## src/epvc_pkg.sv

```systemverilog
package epvc_pkg;

  // Opcodes and program check byte
  localparam logic [7:0] OP_AMV = 8'h80;
  localparam logic [7:0] OP_VCOM_READBACK = 8'h81;
  localparam logic [7:0] OP_VCOM_DC = 8'h82;
  localparam logic [7:0] OP_PARTIAL_WINDOW = 8'h90;
  localparam logic [7:0] OP_PARTIAL_ENTER = 8'h91;
  localparam logic [7:0] OP_PARTIAL_EXIT = 8'h92;
  localparam logic [7:0] OP_PROGRAM_MODE = 8'ha0;
  localparam logic [7:0] OP_ACTIVATE_PROG = 8'ha1;
  localparam logic [7:0] OP_NVM_READBACK = 8'ha2;
  localparam logic [7:0] OP_POWER_SAVING = 8'he3;
  localparam logic [7:0] PROGRAM_CHECK_CODE = 8'ha5;

  // Reset values and limits
  localparam logic [5:0] VCOM_DC_RESET = 6'h00;
  localparam logic WINDOW_SCAN_RESET = 1'b1;
  localparam logic [11:0] NVM_ADDR_MAX = 12'hfff;
  localparam logic [2:0] PW_LAST_PARAM = 3'h6;

  // AXI4-Lite register byte addresses and response codes
  localparam logic [7:0] REG_CTRL = 8'h00;
  localparam logic [7:0] REG_STATUS = 8'h04;
  localparam logic [7:0] REG_VCOM = 8'h08;
  localparam logic [7:0] REG_HWIN = 8'h0c;
  localparam logic [7:0] REG_VWIN = 8'h10;
  localparam logic [7:0] REG_PWR = 8'h14;
  localparam logic [7:0] REG_NVM = 8'h18;
  localparam logic [1:0] RESP_OKAY = 2'b00;
  localparam logic [1:0] RESP_SLVERR = 2'b10;

  // Timing
  localparam int CLK_MHZ = 125;
  localparam int PROG_TIME_US = 10;
  localparam int PROG_CYCLES = PROG_TIME_US * CLK_MHZ;
  localparam int LINE_TIME_NS = 800;
  localparam int LINE_CYCLES = LINE_TIME_NS * CLK_MHZ / 1000;

  typedef enum logic [2:0] {
    EPVC_IDLE,
    EPVC_PWIN,
    EPVC_VDC,
    EPVC_PGM,
    EPVC_AMV,
    EPVC_PWS
  } epvc_cmd_t;

  typedef struct packed {
    logic sclk;
    logic sdin;
    logic cs_n;
    logic dc;
  } epvc_link_t;

  typedef struct packed {
    logic [4:0] horiz_start_bank;
    logic [4:0] horiz_end_bank;
    logic [8:0] vert_start_line;
    logic [8:0] vert_end_line;
    logic window_scan_mode;
  } epvc_window_t;

endpackage

```

## src/epvc_core.sv

```systemverilog
// Decided for this implementation: the register offsets and the AXI4-Lite register port.
`timescale 1ns/100ps
// Function
// RQ1: Vcom readback opcode returns one byte, measured code in low six bits.
// RQ2: Vcom code zero is -0.10 V, 0.05 V steps, up to code 3ah.
// RQ3: VCOM DC opcode takes one byte, low six bits, reset to code zero.
// RQ4: Auto-measure bit one starts Vcom sensing; zero does nothing.
// RQ5: Partial window opcode takes seven parameter bytes in fixed order.
// RQ6: Host gives horizontal banks in bits 7:3, 00h-13h, end above start.
// RQ7: Host gives 9-bit vertical lines 000h-127h, end above start.
// RQ8: Scan-mode zero scans window only; one (default) scans inside and outside.
// RQ9: Partial-in opcode enters partial display mode.
// RQ10: Partial-out opcode returns to normal display mode.
// RQ11: Program-mode opcode acts only when its check byte is a5h.
// RQ12: Program mode holds until hardware reset.
// RQ13: Activate-program opcode starts the memory programming sequence.
// RQ14: Busy flag stays zero while programming runs.
// RQ15: Memory readback gives a dummy byte then bytes from address zero upward.
// RQ16: Readback address never passes fffh.
// RQ17: Power saving opcode byte: upper nibble Vcom width, lower source width.
// RQ18: Power saving fires for the set width on each output polarity change.
// RQ19: Vcom power-saving width counts in line periods.
// RQ20: Busy status is active low.
// RQ21: Serial bytes shift in MSB first; command/data select routes them.
// RQ22: Source power-saving width also counts in line periods.
module epvc_core
  import epvc_pkg::*;
(
  input wire logic aclk, // 125 MHz clock
  input wire logic aresetn, // Synchronous reset, active low
  input wire epvc_pkg::epvc_link_t link_in, // Raw serial pins
  input wire logic [5:0] vcom_measured, // Code from the Vcom sensor
  input wire logic vcom_polarity, // Vcom output polarity
  input wire logic source_polarity, // Source output polarity
  input wire logic [7:0] nvm_rdata, // Memory byte at nvm_addr
  output logic [7:0] read_byte, // Byte offered on the next read cycle
  output logic [11:0] nvm_addr, // Memory readback address
  output logic busy_n, // Low while programming
  output logic program_mode, // Program mode latched
  output logic program_strobe, // One-cycle programming start
  output logic auto_measure_trigger, // One-cycle sensing start
  output logic partial_mode, // Partial display active
  output logic window_scan_mode, // Scan outside window too
  output logic vcom_save, // Vcom power saving active
  output logic source_save, // Source power saving active
  output logic [5:0] common_dc_level, // VCOM DC code
  input wire logic [7:0] s_axi_awaddr, // AXI write address
  input wire logic s_axi_awvalid, // AXI write address valid
  output logic s_axi_awready, // AXI write address ready
  input wire logic [31:0] s_axi_wdata, // AXI write data
  input wire logic [3:0] s_axi_wstrb, // AXI write strobes
  input wire logic s_axi_wvalid, // AXI write data valid
  output logic s_axi_wready, // AXI write data ready
  output logic [1:0] s_axi_bresp, // AXI write response
  output logic s_axi_bvalid, // AXI write response valid
  input wire logic s_axi_bready, // AXI write response ready
  input wire logic [7:0] s_axi_araddr, // AXI read address
  input wire logic s_axi_arvalid, // AXI read address valid
  output logic s_axi_arready, // AXI read address ready
  output logic [31:0] s_axi_rdata, // AXI read data
  output logic [1:0] s_axi_rresp, // AXI read response
  output logic s_axi_rvalid, // AXI read data valid
  input wire logic s_axi_rready // AXI read data ready
);

  typedef struct packed {
    epvc_link_t sync1;
    epvc_link_t sync2;
    logic sclk_prev;
    logic [2:0] bit_cnt;
    logic [7:0] shreg;
    epvc_cmd_t cmd;
    logic [2:0] param_idx;
    epvc_window_t win;
    logic [7:0] read_byte;
    logic [11:0] nvm_addr;
    logic nvm_reading;
    logic busy_n;
    logic program_mode;
    logic program_strobe;
    logic [15:0] prog_cnt;
    logic amv;
    logic partial_mode;
    logic [5:0] vdc;
    logic [3:0] vcom_w;
    logic [3:0] src_w;
    logic [1:0] pol_prev;
    logic [7:0] line_cnt;
    logic [3:0] vcom_left;
    logic [3:0] src_left;
    logic awr;
    logic wr;
    logic [7:0] awaddr;
    logic [31:0] wdata;
    logic bvalid;
    logic [1:0] bresp;
    logic rvalid;
    logic [31:0] rdata;
    logic [1:0] rresp;
    logic awready;
    logic wready;
    logic arready;
    logic vcom_save;
    logic src_save;
  } epvc_state_t;

  epvc_state_t st;
  epvc_state_t next_st;

  logic sclk_rise;
  logic byte_done;
  logic [7:0] rx_byte;
  logic line_tick;

  always_comb begin
    next_st = st;
    next_st.sync1 = link_in;
    next_st.sync2 = st.sync1;
    next_st.sclk_prev = st.sync2.sclk;
    next_st.program_strobe = 1'b0;
    next_st.amv = 1'b0;
    sclk_rise = st.sync2.sclk & ~st.sclk_prev & ~st.sync2.cs_n;
    rx_byte = {st.shreg[6:0], st.sync2.sdin};
    byte_done = sclk_rise && (st.bit_cnt == 3'h7);
    line_tick = (st.line_cnt == 8'(LINE_CYCLES - 1));

    // =================================================================
    // Serial receiver
    if (st.sync2.cs_n) begin
      next_st.bit_cnt = 3'h0;
    end else if (sclk_rise) begin
      next_st.shreg = rx_byte; // RQ21
      next_st.bit_cnt = st.bit_cnt + 3'h1;
    end

    // =================================================================
    // Command interpreter
    if (byte_done && !st.sync2.dc) begin // RQ21
      next_st.cmd = EPVC_IDLE;
      next_st.param_idx = 3'h0;
      next_st.nvm_reading = 1'b0;
      if (rx_byte == OP_VCOM_READBACK) begin
        next_st.read_byte = {2'b00, vcom_measured}; // RQ1 RQ2
      end else if (rx_byte == OP_VCOM_DC) begin
        next_st.cmd = EPVC_VDC;
      end else if (rx_byte == OP_AMV) begin
        next_st.cmd = EPVC_AMV;
      end else if (rx_byte == OP_PARTIAL_WINDOW) begin
        next_st.cmd = EPVC_PWIN;
      end else if (rx_byte == OP_PARTIAL_ENTER) begin
        next_st.partial_mode = 1'b1; // RQ9
      end else if (rx_byte == OP_PARTIAL_EXIT) begin
        next_st.partial_mode = 1'b0; // RQ10
      end else if (rx_byte == OP_PROGRAM_MODE) begin
        next_st.cmd = EPVC_PGM;
      end else if (rx_byte == OP_ACTIVATE_PROG && st.busy_n) begin
        next_st.program_strobe = 1'b1; // RQ13
        next_st.busy_n = 1'b0; // RQ14 RQ20
        next_st.prog_cnt = 16'(PROG_CYCLES - 1);
      end else if (rx_byte == OP_NVM_READBACK) begin
        next_st.read_byte = 8'h00; // RQ15
        next_st.nvm_addr = 12'h000;
        next_st.nvm_reading = 1'b1;
      end else if (rx_byte == OP_POWER_SAVING) begin
        next_st.cmd = EPVC_PWS;
      end
    end else if (byte_done) begin
      case (st.cmd)
        EPVC_VDC: begin
          next_st.vdc = rx_byte[5:0]; // RQ3
          next_st.cmd = EPVC_IDLE;
        end
        EPVC_AMV: begin
          next_st.amv = rx_byte[0]; // RQ4
          next_st.cmd = EPVC_IDLE;
        end
        EPVC_PGM: begin
          if (rx_byte == PROGRAM_CHECK_CODE) begin
            next_st.program_mode = 1'b1; // RQ11 RQ12
          end
          next_st.cmd = EPVC_IDLE;
        end
        EPVC_PWS: begin
          next_st.vcom_w = rx_byte[7:4]; // RQ17
          next_st.src_w = rx_byte[3:0];
          next_st.cmd = EPVC_IDLE;
        end
        EPVC_PWIN: begin
          case (st.param_idx) // RQ5
            3'h0: next_st.win.horiz_start_bank = rx_byte[7:3];
            3'h1: next_st.win.horiz_end_bank = rx_byte[7:3];
            3'h2: next_st.win.vert_start_line[8] = rx_byte[0];
            3'h3: next_st.win.vert_start_line[7:0] = rx_byte;
            3'h4: next_st.win.vert_end_line[8] = rx_byte[0];
            3'h5: next_st.win.vert_end_line[7:0] = rx_byte;
            default: next_st.win.window_scan_mode = rx_byte[0]; // RQ8
          endcase
          next_st.param_idx = st.param_idx + 3'h1;
          if (st.param_idx == PW_LAST_PARAM) begin
            next_st.cmd = EPVC_IDLE;
          end
        end
        default: begin
          if (st.nvm_reading) begin
            // Data bytes clock the readback forward
            next_st.read_byte = nvm_rdata; // RQ15
            if (st.nvm_addr != NVM_ADDR_MAX) begin
              next_st.nvm_addr = st.nvm_addr + 12'h001; // RQ16
            end
          end
        end
      endcase
    end

    // =================================================================
    // Programming sequence
    if (!st.busy_n) begin
      if (st.prog_cnt == 16'h0000) begin
        next_st.busy_n = 1'b1; // RQ14
      end else begin
        next_st.prog_cnt = st.prog_cnt - 16'h0001;
      end
    end

    // =================================================================
    // Power saving, counted in line periods
    // A polarity change starts a fresh line, so each saving window is whole lines;
    // a change on one output stretches the other's current line
    if (line_tick || ({vcom_polarity, source_polarity} != st.pol_prev)) begin
      next_st.line_cnt = 8'h00; // RQ19 RQ22
    end else begin
      next_st.line_cnt = st.line_cnt + 8'h01;
    end
    next_st.pol_prev = {vcom_polarity, source_polarity};
    if (vcom_polarity != st.pol_prev[1]) begin
      next_st.vcom_left = st.vcom_w; // RQ18
    end else if (line_tick && st.vcom_left != 4'h0) begin
      next_st.vcom_left = st.vcom_left - 4'h1; // RQ19
    end
    if (source_polarity != st.pol_prev[0]) begin
      next_st.src_left = st.src_w; // RQ18
    end else if (line_tick && st.src_left != 4'h0) begin
      next_st.src_left = st.src_left - 4'h1; // RQ22
    end

    // =================================================================
    // AXI4-Lite slave
    if (s_axi_awvalid && !st.awr) begin
      next_st.awr = 1'b1;
      next_st.awaddr = s_axi_awaddr;
    end
    if (s_axi_wvalid && !st.wr) begin
      next_st.wr = 1'b1;
      next_st.wdata = s_axi_wdata;
    end
    if (st.awr && st.wr && !st.bvalid) begin
      next_st.bvalid = 1'b1;
      next_st.bresp = RESP_OKAY;
      if (st.awaddr == REG_CTRL) begin
        if (st.wdata[0]) begin
          next_st.amv = 1'b1; // RQ4
        end
        if (st.wdata[1]) begin
          next_st.partial_mode = 1'b1; // RQ9
        end else if (st.wdata[2]) begin
          next_st.partial_mode = 1'b0; // RQ10
        end
      end else if (st.awaddr == REG_VCOM) begin
        next_st.vdc = st.wdata[5:0]; // RQ3
      end else if (st.awaddr == REG_PWR) begin
        next_st.vcom_w = st.wdata[7:4]; // RQ17
        next_st.src_w = st.wdata[3:0];
      end else if (st.awaddr == REG_STATUS || st.awaddr == REG_HWIN ||
                   st.awaddr == REG_VWIN || st.awaddr == REG_NVM) begin
        next_st.bresp = RESP_OKAY;
      end else begin
        next_st.bresp = RESP_SLVERR;
      end
    end
    if (st.bvalid && s_axi_bready) begin
      next_st.bvalid = 1'b0;
      next_st.awr = 1'b0;
      next_st.wr = 1'b0;
    end
    if (s_axi_arvalid && !st.rvalid) begin
      next_st.rvalid = 1'b1;
      next_st.rresp = RESP_OKAY;
      next_st.rdata = 32'h0000_0000;
      if (s_axi_araddr == REG_CTRL) begin
        next_st.rdata = {29'h0, 2'b00, st.win.window_scan_mode};
      end else if (s_axi_araddr == REG_STATUS) begin
        next_st.rdata = {28'h0, st.partial_mode, st.program_mode, st.nvm_reading, st.busy_n}; // RQ20
      end else if (s_axi_araddr == REG_VCOM) begin
        next_st.rdata = {18'h0, vcom_measured, 2'b00, st.vdc};
      end else if (s_axi_araddr == REG_HWIN) begin
        next_st.rdata = {19'h0, st.win.horiz_end_bank, 3'b000, st.win.horiz_start_bank};
      end else if (s_axi_araddr == REG_VWIN) begin
        next_st.rdata = {7'h0, st.win.vert_end_line, 7'h0, st.win.vert_start_line};
      end else if (s_axi_araddr == REG_PWR) begin
        next_st.rdata = {24'h0, st.vcom_w, st.src_w};
      end else if (s_axi_araddr == REG_NVM) begin
        next_st.rdata = {20'h0, st.nvm_addr};
      end else begin
        next_st.rresp = RESP_SLVERR;
      end
    end else if (st.rvalid && s_axi_rready) begin
      next_st.rvalid = 1'b0;
    end

    if (!aresetn) begin
      next_st = '0;
      next_st.sync1.cs_n = 1'b1;
      next_st.sync2.cs_n = 1'b1;
      next_st.busy_n = 1'b1;
      next_st.vdc = VCOM_DC_RESET; // RQ3
      next_st.win.window_scan_mode = WINDOW_SCAN_RESET; // RQ8
      next_st.program_mode = 1'b0; // RQ12
      // Track the pins through reset so leaving it shows no false polarity change
      next_st.pol_prev = {vcom_polarity, source_polarity};
    end
    // Registered copies keep every output straight from a flop
    next_st.awready = ~next_st.awr;
    next_st.wready = ~next_st.wr;
    next_st.arready = ~next_st.rvalid;
    next_st.vcom_save = (next_st.vcom_left != 4'h0); // RQ18
    next_st.src_save = (next_st.src_left != 4'h0); // RQ18
  end

  always_ff @(posedge aclk) begin
    st <= next_st;
  end

  // =================================================================
  // Outputs, all straight from state flops
  assign read_byte = st.read_byte;
  assign nvm_addr = st.nvm_addr;
  assign busy_n = st.busy_n;
  assign program_mode = st.program_mode;
  assign program_strobe = st.program_strobe;
  assign auto_measure_trigger = st.amv;
  assign partial_mode = st.partial_mode;
  assign window_scan_mode = st.win.window_scan_mode;
  assign vcom_save = st.vcom_save;
  assign source_save = st.src_save;
  assign common_dc_level = st.vdc;
  assign s_axi_awready = st.awready;
  assign s_axi_wready = st.wready;
  assign s_axi_bvalid = st.bvalid;
  assign s_axi_bresp = st.bresp;
  assign s_axi_arready = st.arready;
  assign s_axi_rvalid = st.rvalid;
  assign s_axi_rdata = st.rdata;
  assign s_axi_rresp = st.rresp;

endmodule

```

## config.mk

```make
export PLATFORM = sky130hd
export DESIGN_NAME = epvc_core
export DESIGN_NICKNAME = d
export VERILOG_FILES = /design/src/epvc_pkg.sv /design/src/epvc_core.sv
export SDC_FILE = /design/constraint.sdc
export NUM_CORES = 1
export LEC_CHECK = 0
export ABC_AREA = 1
export BUFFER_PORTS_ARGS = -buffer_cell sky130_fd_sc_hd__buf_2
export CAP_MARGIN = 10
export CORE_MARGIN = 2
export CORE_UTILIZATION = 57
export DETAILED_ROUTE_END_ITERATION = 10
export PLACE_DENSITY = 0.9
export SLEW_MARGIN = 20
export SYNTH_ARGS = -nofsm -noshare
export SYNTH_HDL_FRONTEND = slang
export SYNTH_SLANG_ARGS = --single-unit
```

## constraint.sdc

```tcl
create_clock -name aclk -period 2.1 [get_ports aclk]
set_input_delay 0.21 -clock aclk [delete_from_list [all_inputs] [get_ports aclk]]
set_output_delay 0.21 -clock aclk [all_outputs]
set_load 0.005 [all_outputs]
```

==> qor.yml <==
drt:
  routed.top_layer: "met4"
  routed_via_density: 5.34
  drtAntennaViolNets: 0
  wl_met2_mm: 11.0
  vias: 8825
  drt-wirelength-per-cell_um: 14.0
  wl_met3_mm: 1.59
  drc: 0
  routed_wirelength_mm: 23.2
  wirelength_met1_mm: 9.73
  drtIter0Drc: 808
  drt_pass1_iterations: 5
logic_synthesis:
  synthXorXnorAreaFrac_pct: 0.871
  synthArstFlopShare_pct: 0
  yosys-top-cells-area: "dfxtp_1 (39%), nand2_1 (11%), inv_1 (7.2%)"
  synth_area_mm2: 0.00905
  synth_flop_cell: "dfxtp_1"
  syn_area_per_cell_um2: 6.80
  syn_inst: 1331
  synth.area.mux_share_pct: 0
  synth_fa_ha_area_share_pct: 1.80
  synth-edff-count: 0
  synth_compound_area_share_pct: 14.4
  yosys.area.top_type_share_pct: 39.4
  yosysTopAreaCell: "dfxtp_1"
  yosys.cell_types.count: 40
  synth_top_family_by_area: "simple AND/OR/NAND/NOR gates"
  synth-simple-area-share_pct: 29.1
  ys_seq_area_share_pct: 39.4
  yosysWarningCount: 0
  ys_ff_latch: 178
finish:
  syn2layout_area_growth_pct: 14.3
  final_area_mm2: 0.0103
  antenna_cells: 0
  nets: 1517
  drive_gt1_share_pct: 15.1
sta:
  relSlewSlack_pct: 65.1
  fin_skew_ps: 9.58
  maxSlewViolCount: 0
  hold_viol: 0
  period_needed_ps: 1930
  worst_pin_slew_ps: 519
  setup_tns_ps: 0
  rsz0062_at_grt: "false"
  fmax_mhz: 518
  post-route-period-util_pct: 91.9
  setup-violations-final: 0
floorplan:
  fp-row-count: 46
  start_util_pct: 57.6
  die_h_um: 130
  dieArea_mm2: 0.0169
  design.core.area_mm2: 0.0157
  dieWidth_um: 130
  io-pin-count: 154
critical_path:
  reg2reg_slack_ps: 170
  critical_path_class: "reg -> reg"
  r2r-start: "st[202]"
  crit_start: "st[202]"
  crit_arrival_ps: 2290
  critPathLaunchType: "register"
  worstPathRequired_ps: 2460
  ff2ff_path_depth: 8
  cp_max_fo: 6
  rr_endpoint: "nvm_addr[10]"
  crit_path_end: "nvm_addr[10]"
  cp-end-kind: "register"
place:
  place_area_mm2: 0.00957
  io_buffers: 114
  dp_hpwl_mm: 17.0
  routabilityCongestion: 0.989
global_routing:
  grt_max_degree: 89
  antenna_found_initial: 0
  grt_overflow: 0
  grt_pass1_vias: 7760
  grt_first_pass_wirelength_mm: 36.5
  grt_usage_pct: 27.2
run:
  cap_violations: 0
cts:
  h-tree-depth: 4
  ctsRootBufferMaster: "clkbuf_16"
  numCtsBuffers: 17
  cts_tree: "yes"
  clkLatencyLatePin_ps: 440
  clk_path_buf_depth: 2
  cts.sinks: 178
  path_clk_slew_ps: 70
hold_path:
  hp-class: "in -> reg"
pwr:
  leakagePower_nw: 4.84
  ir_drop_v: 0.000567
  p_per_area_mw_per_mm2: 709
run_status:
  status: "finished clean"
final cells by class:
class / count / area, µm²
fillers: 1354 / 5370
multi-input cells: 884 / 4230
flip-flops and latches: 178 / 3560
repair buffers: 161 / 973
inverters: 183 / 688
clock buffers: 19 / 443
well taps: 216 / 270
clock inverters: 12 / 179
synthesized netlist by cell type (all sizes together), types with 5 or more instances:
cell type and n:
clkbuf 20, o21ai 98, a21oi 115, buf 76, nor3 16, nand3 118, ha 13, nor2 162
o221ai 6, or2 5, xor2 8, nand2 283, dfxtp 178, o211ai 10, nand4 16, o21bai 7
inv 181
power breakdown:
part / internal [mW] / switching, mW / leakage (nW) / total (mW)
Clock: 2.02 / 1.35 / 0.296 / 3.37
Sequential: 3.45 / 0.0453 / 1.44 / 3.49
Combinational: 0.176 / 0.297 / 3.10 / 0.473
cells by family after synthesis:
logic type | Yosys count
simple gates | 607
flops | 178
fa+ha+maj | 13
compound gates | 244
other cells | 1
buf+inv | 279
xor+xnor | 9
worst max-delay path: stages, from the launching register on:
cell and delay, ps:
dfxtp_1 350, ha_1 150, ha_1 270, inv_1 80, nor2_2 200, nand2_1 200
nor3_4 370, nand2_1 90, a21oi_1 160
stage by stage:
| step | power, mW | hold WS [ps] | util, % | cells | setup slack, ps |
|---|---|---|---|---|---|
| after CTS | 7.36 | 0.442 | 65.8 | 1653 | 170 |
| after floorplan | 3.87 | 238 | - | 1341 | 383 |
| after global routing | 7.59 | 18.1 | 65.9 | 1653 | 16.9 |
| after global placement | 4.00 | 336 | 60.9 | 1607 | 217 |
| final | 7.34 | 5.63 | 65.9 | 1653 | 170 |
| after detailed placement | 4.01 | 341 | 60.9 | 1607 | 194 |
flip-flops by register name, indices dropped and copies added, names as in the netlist, 6 cells and up:
register,flops
common_dc_level,6
s_axi_rdata,23
nvm_addr,12
read_byte,8
st,106
rx_byte,8
layer usage:
layer	up-vias	GRT usage (%)
met4	0	12.9
li1	4393	-
met3	69	5.58
met5	-	0
met1	4022	34.3
met2	341	44.9
layout by cell type, fill, tap and decap left out, types with 2 or more instances in the layout:
cell             n
nand2_1        275
dfxtp_1        178
inv_1          173
nor2_1         150
a21oi_1        115
buf_2          114
nand3_1        113
o21ai_0         98
buf_4           31
clkbuf_16       17
nand4_1         16
dlygate4sd3_1   15
nor3_1          14
ha_1            13
conb_1          11
o211ai_1        10
nor2_2           9
xor2_1           8
inv_2            8
o21bai_1         7
nand2_2          6
o221ai_1         6
or2_2            5
nand3_2          4
bufinv_16        4
nor2_4           3
clkinv_2         3
a211oi_1         3
nor4_1           3
clkinvlp_4       3
a31oi_1          2
o21a_1           2
nand3b_1         2
nor3b_1          2
nand2_4          2
inv_6            2
how the worst min path moves through the flow:
stage | depth (start not counted) | endpoint | slack, ps | from
finish | 3 | st[46] | 6 | s_axi_wdata[3]
CTS | 3 | st[75] | 0.4 | s_axi_awaddr[0]
detailed placement | 1 | st[101] | 340 | source_polarity
global placement | 1 | st[101] | 340 | source_polarity
global route | 3 | st[46] | 20 | s_axi_wdata[3]
floorplan | 0 | st[101] | 240 | source_polarity
repair_timing:
action / 4_1_cts / 5_1_grt
gates resized for setup: 0 / 2
buffers inserted: 0 / 0
hold endpoints to repair: 15 / 0
setup endpoints to repair: 0 / 13
hold buffers: 15 / 0
Note: power is estimated with default switching activity, not from simulation.
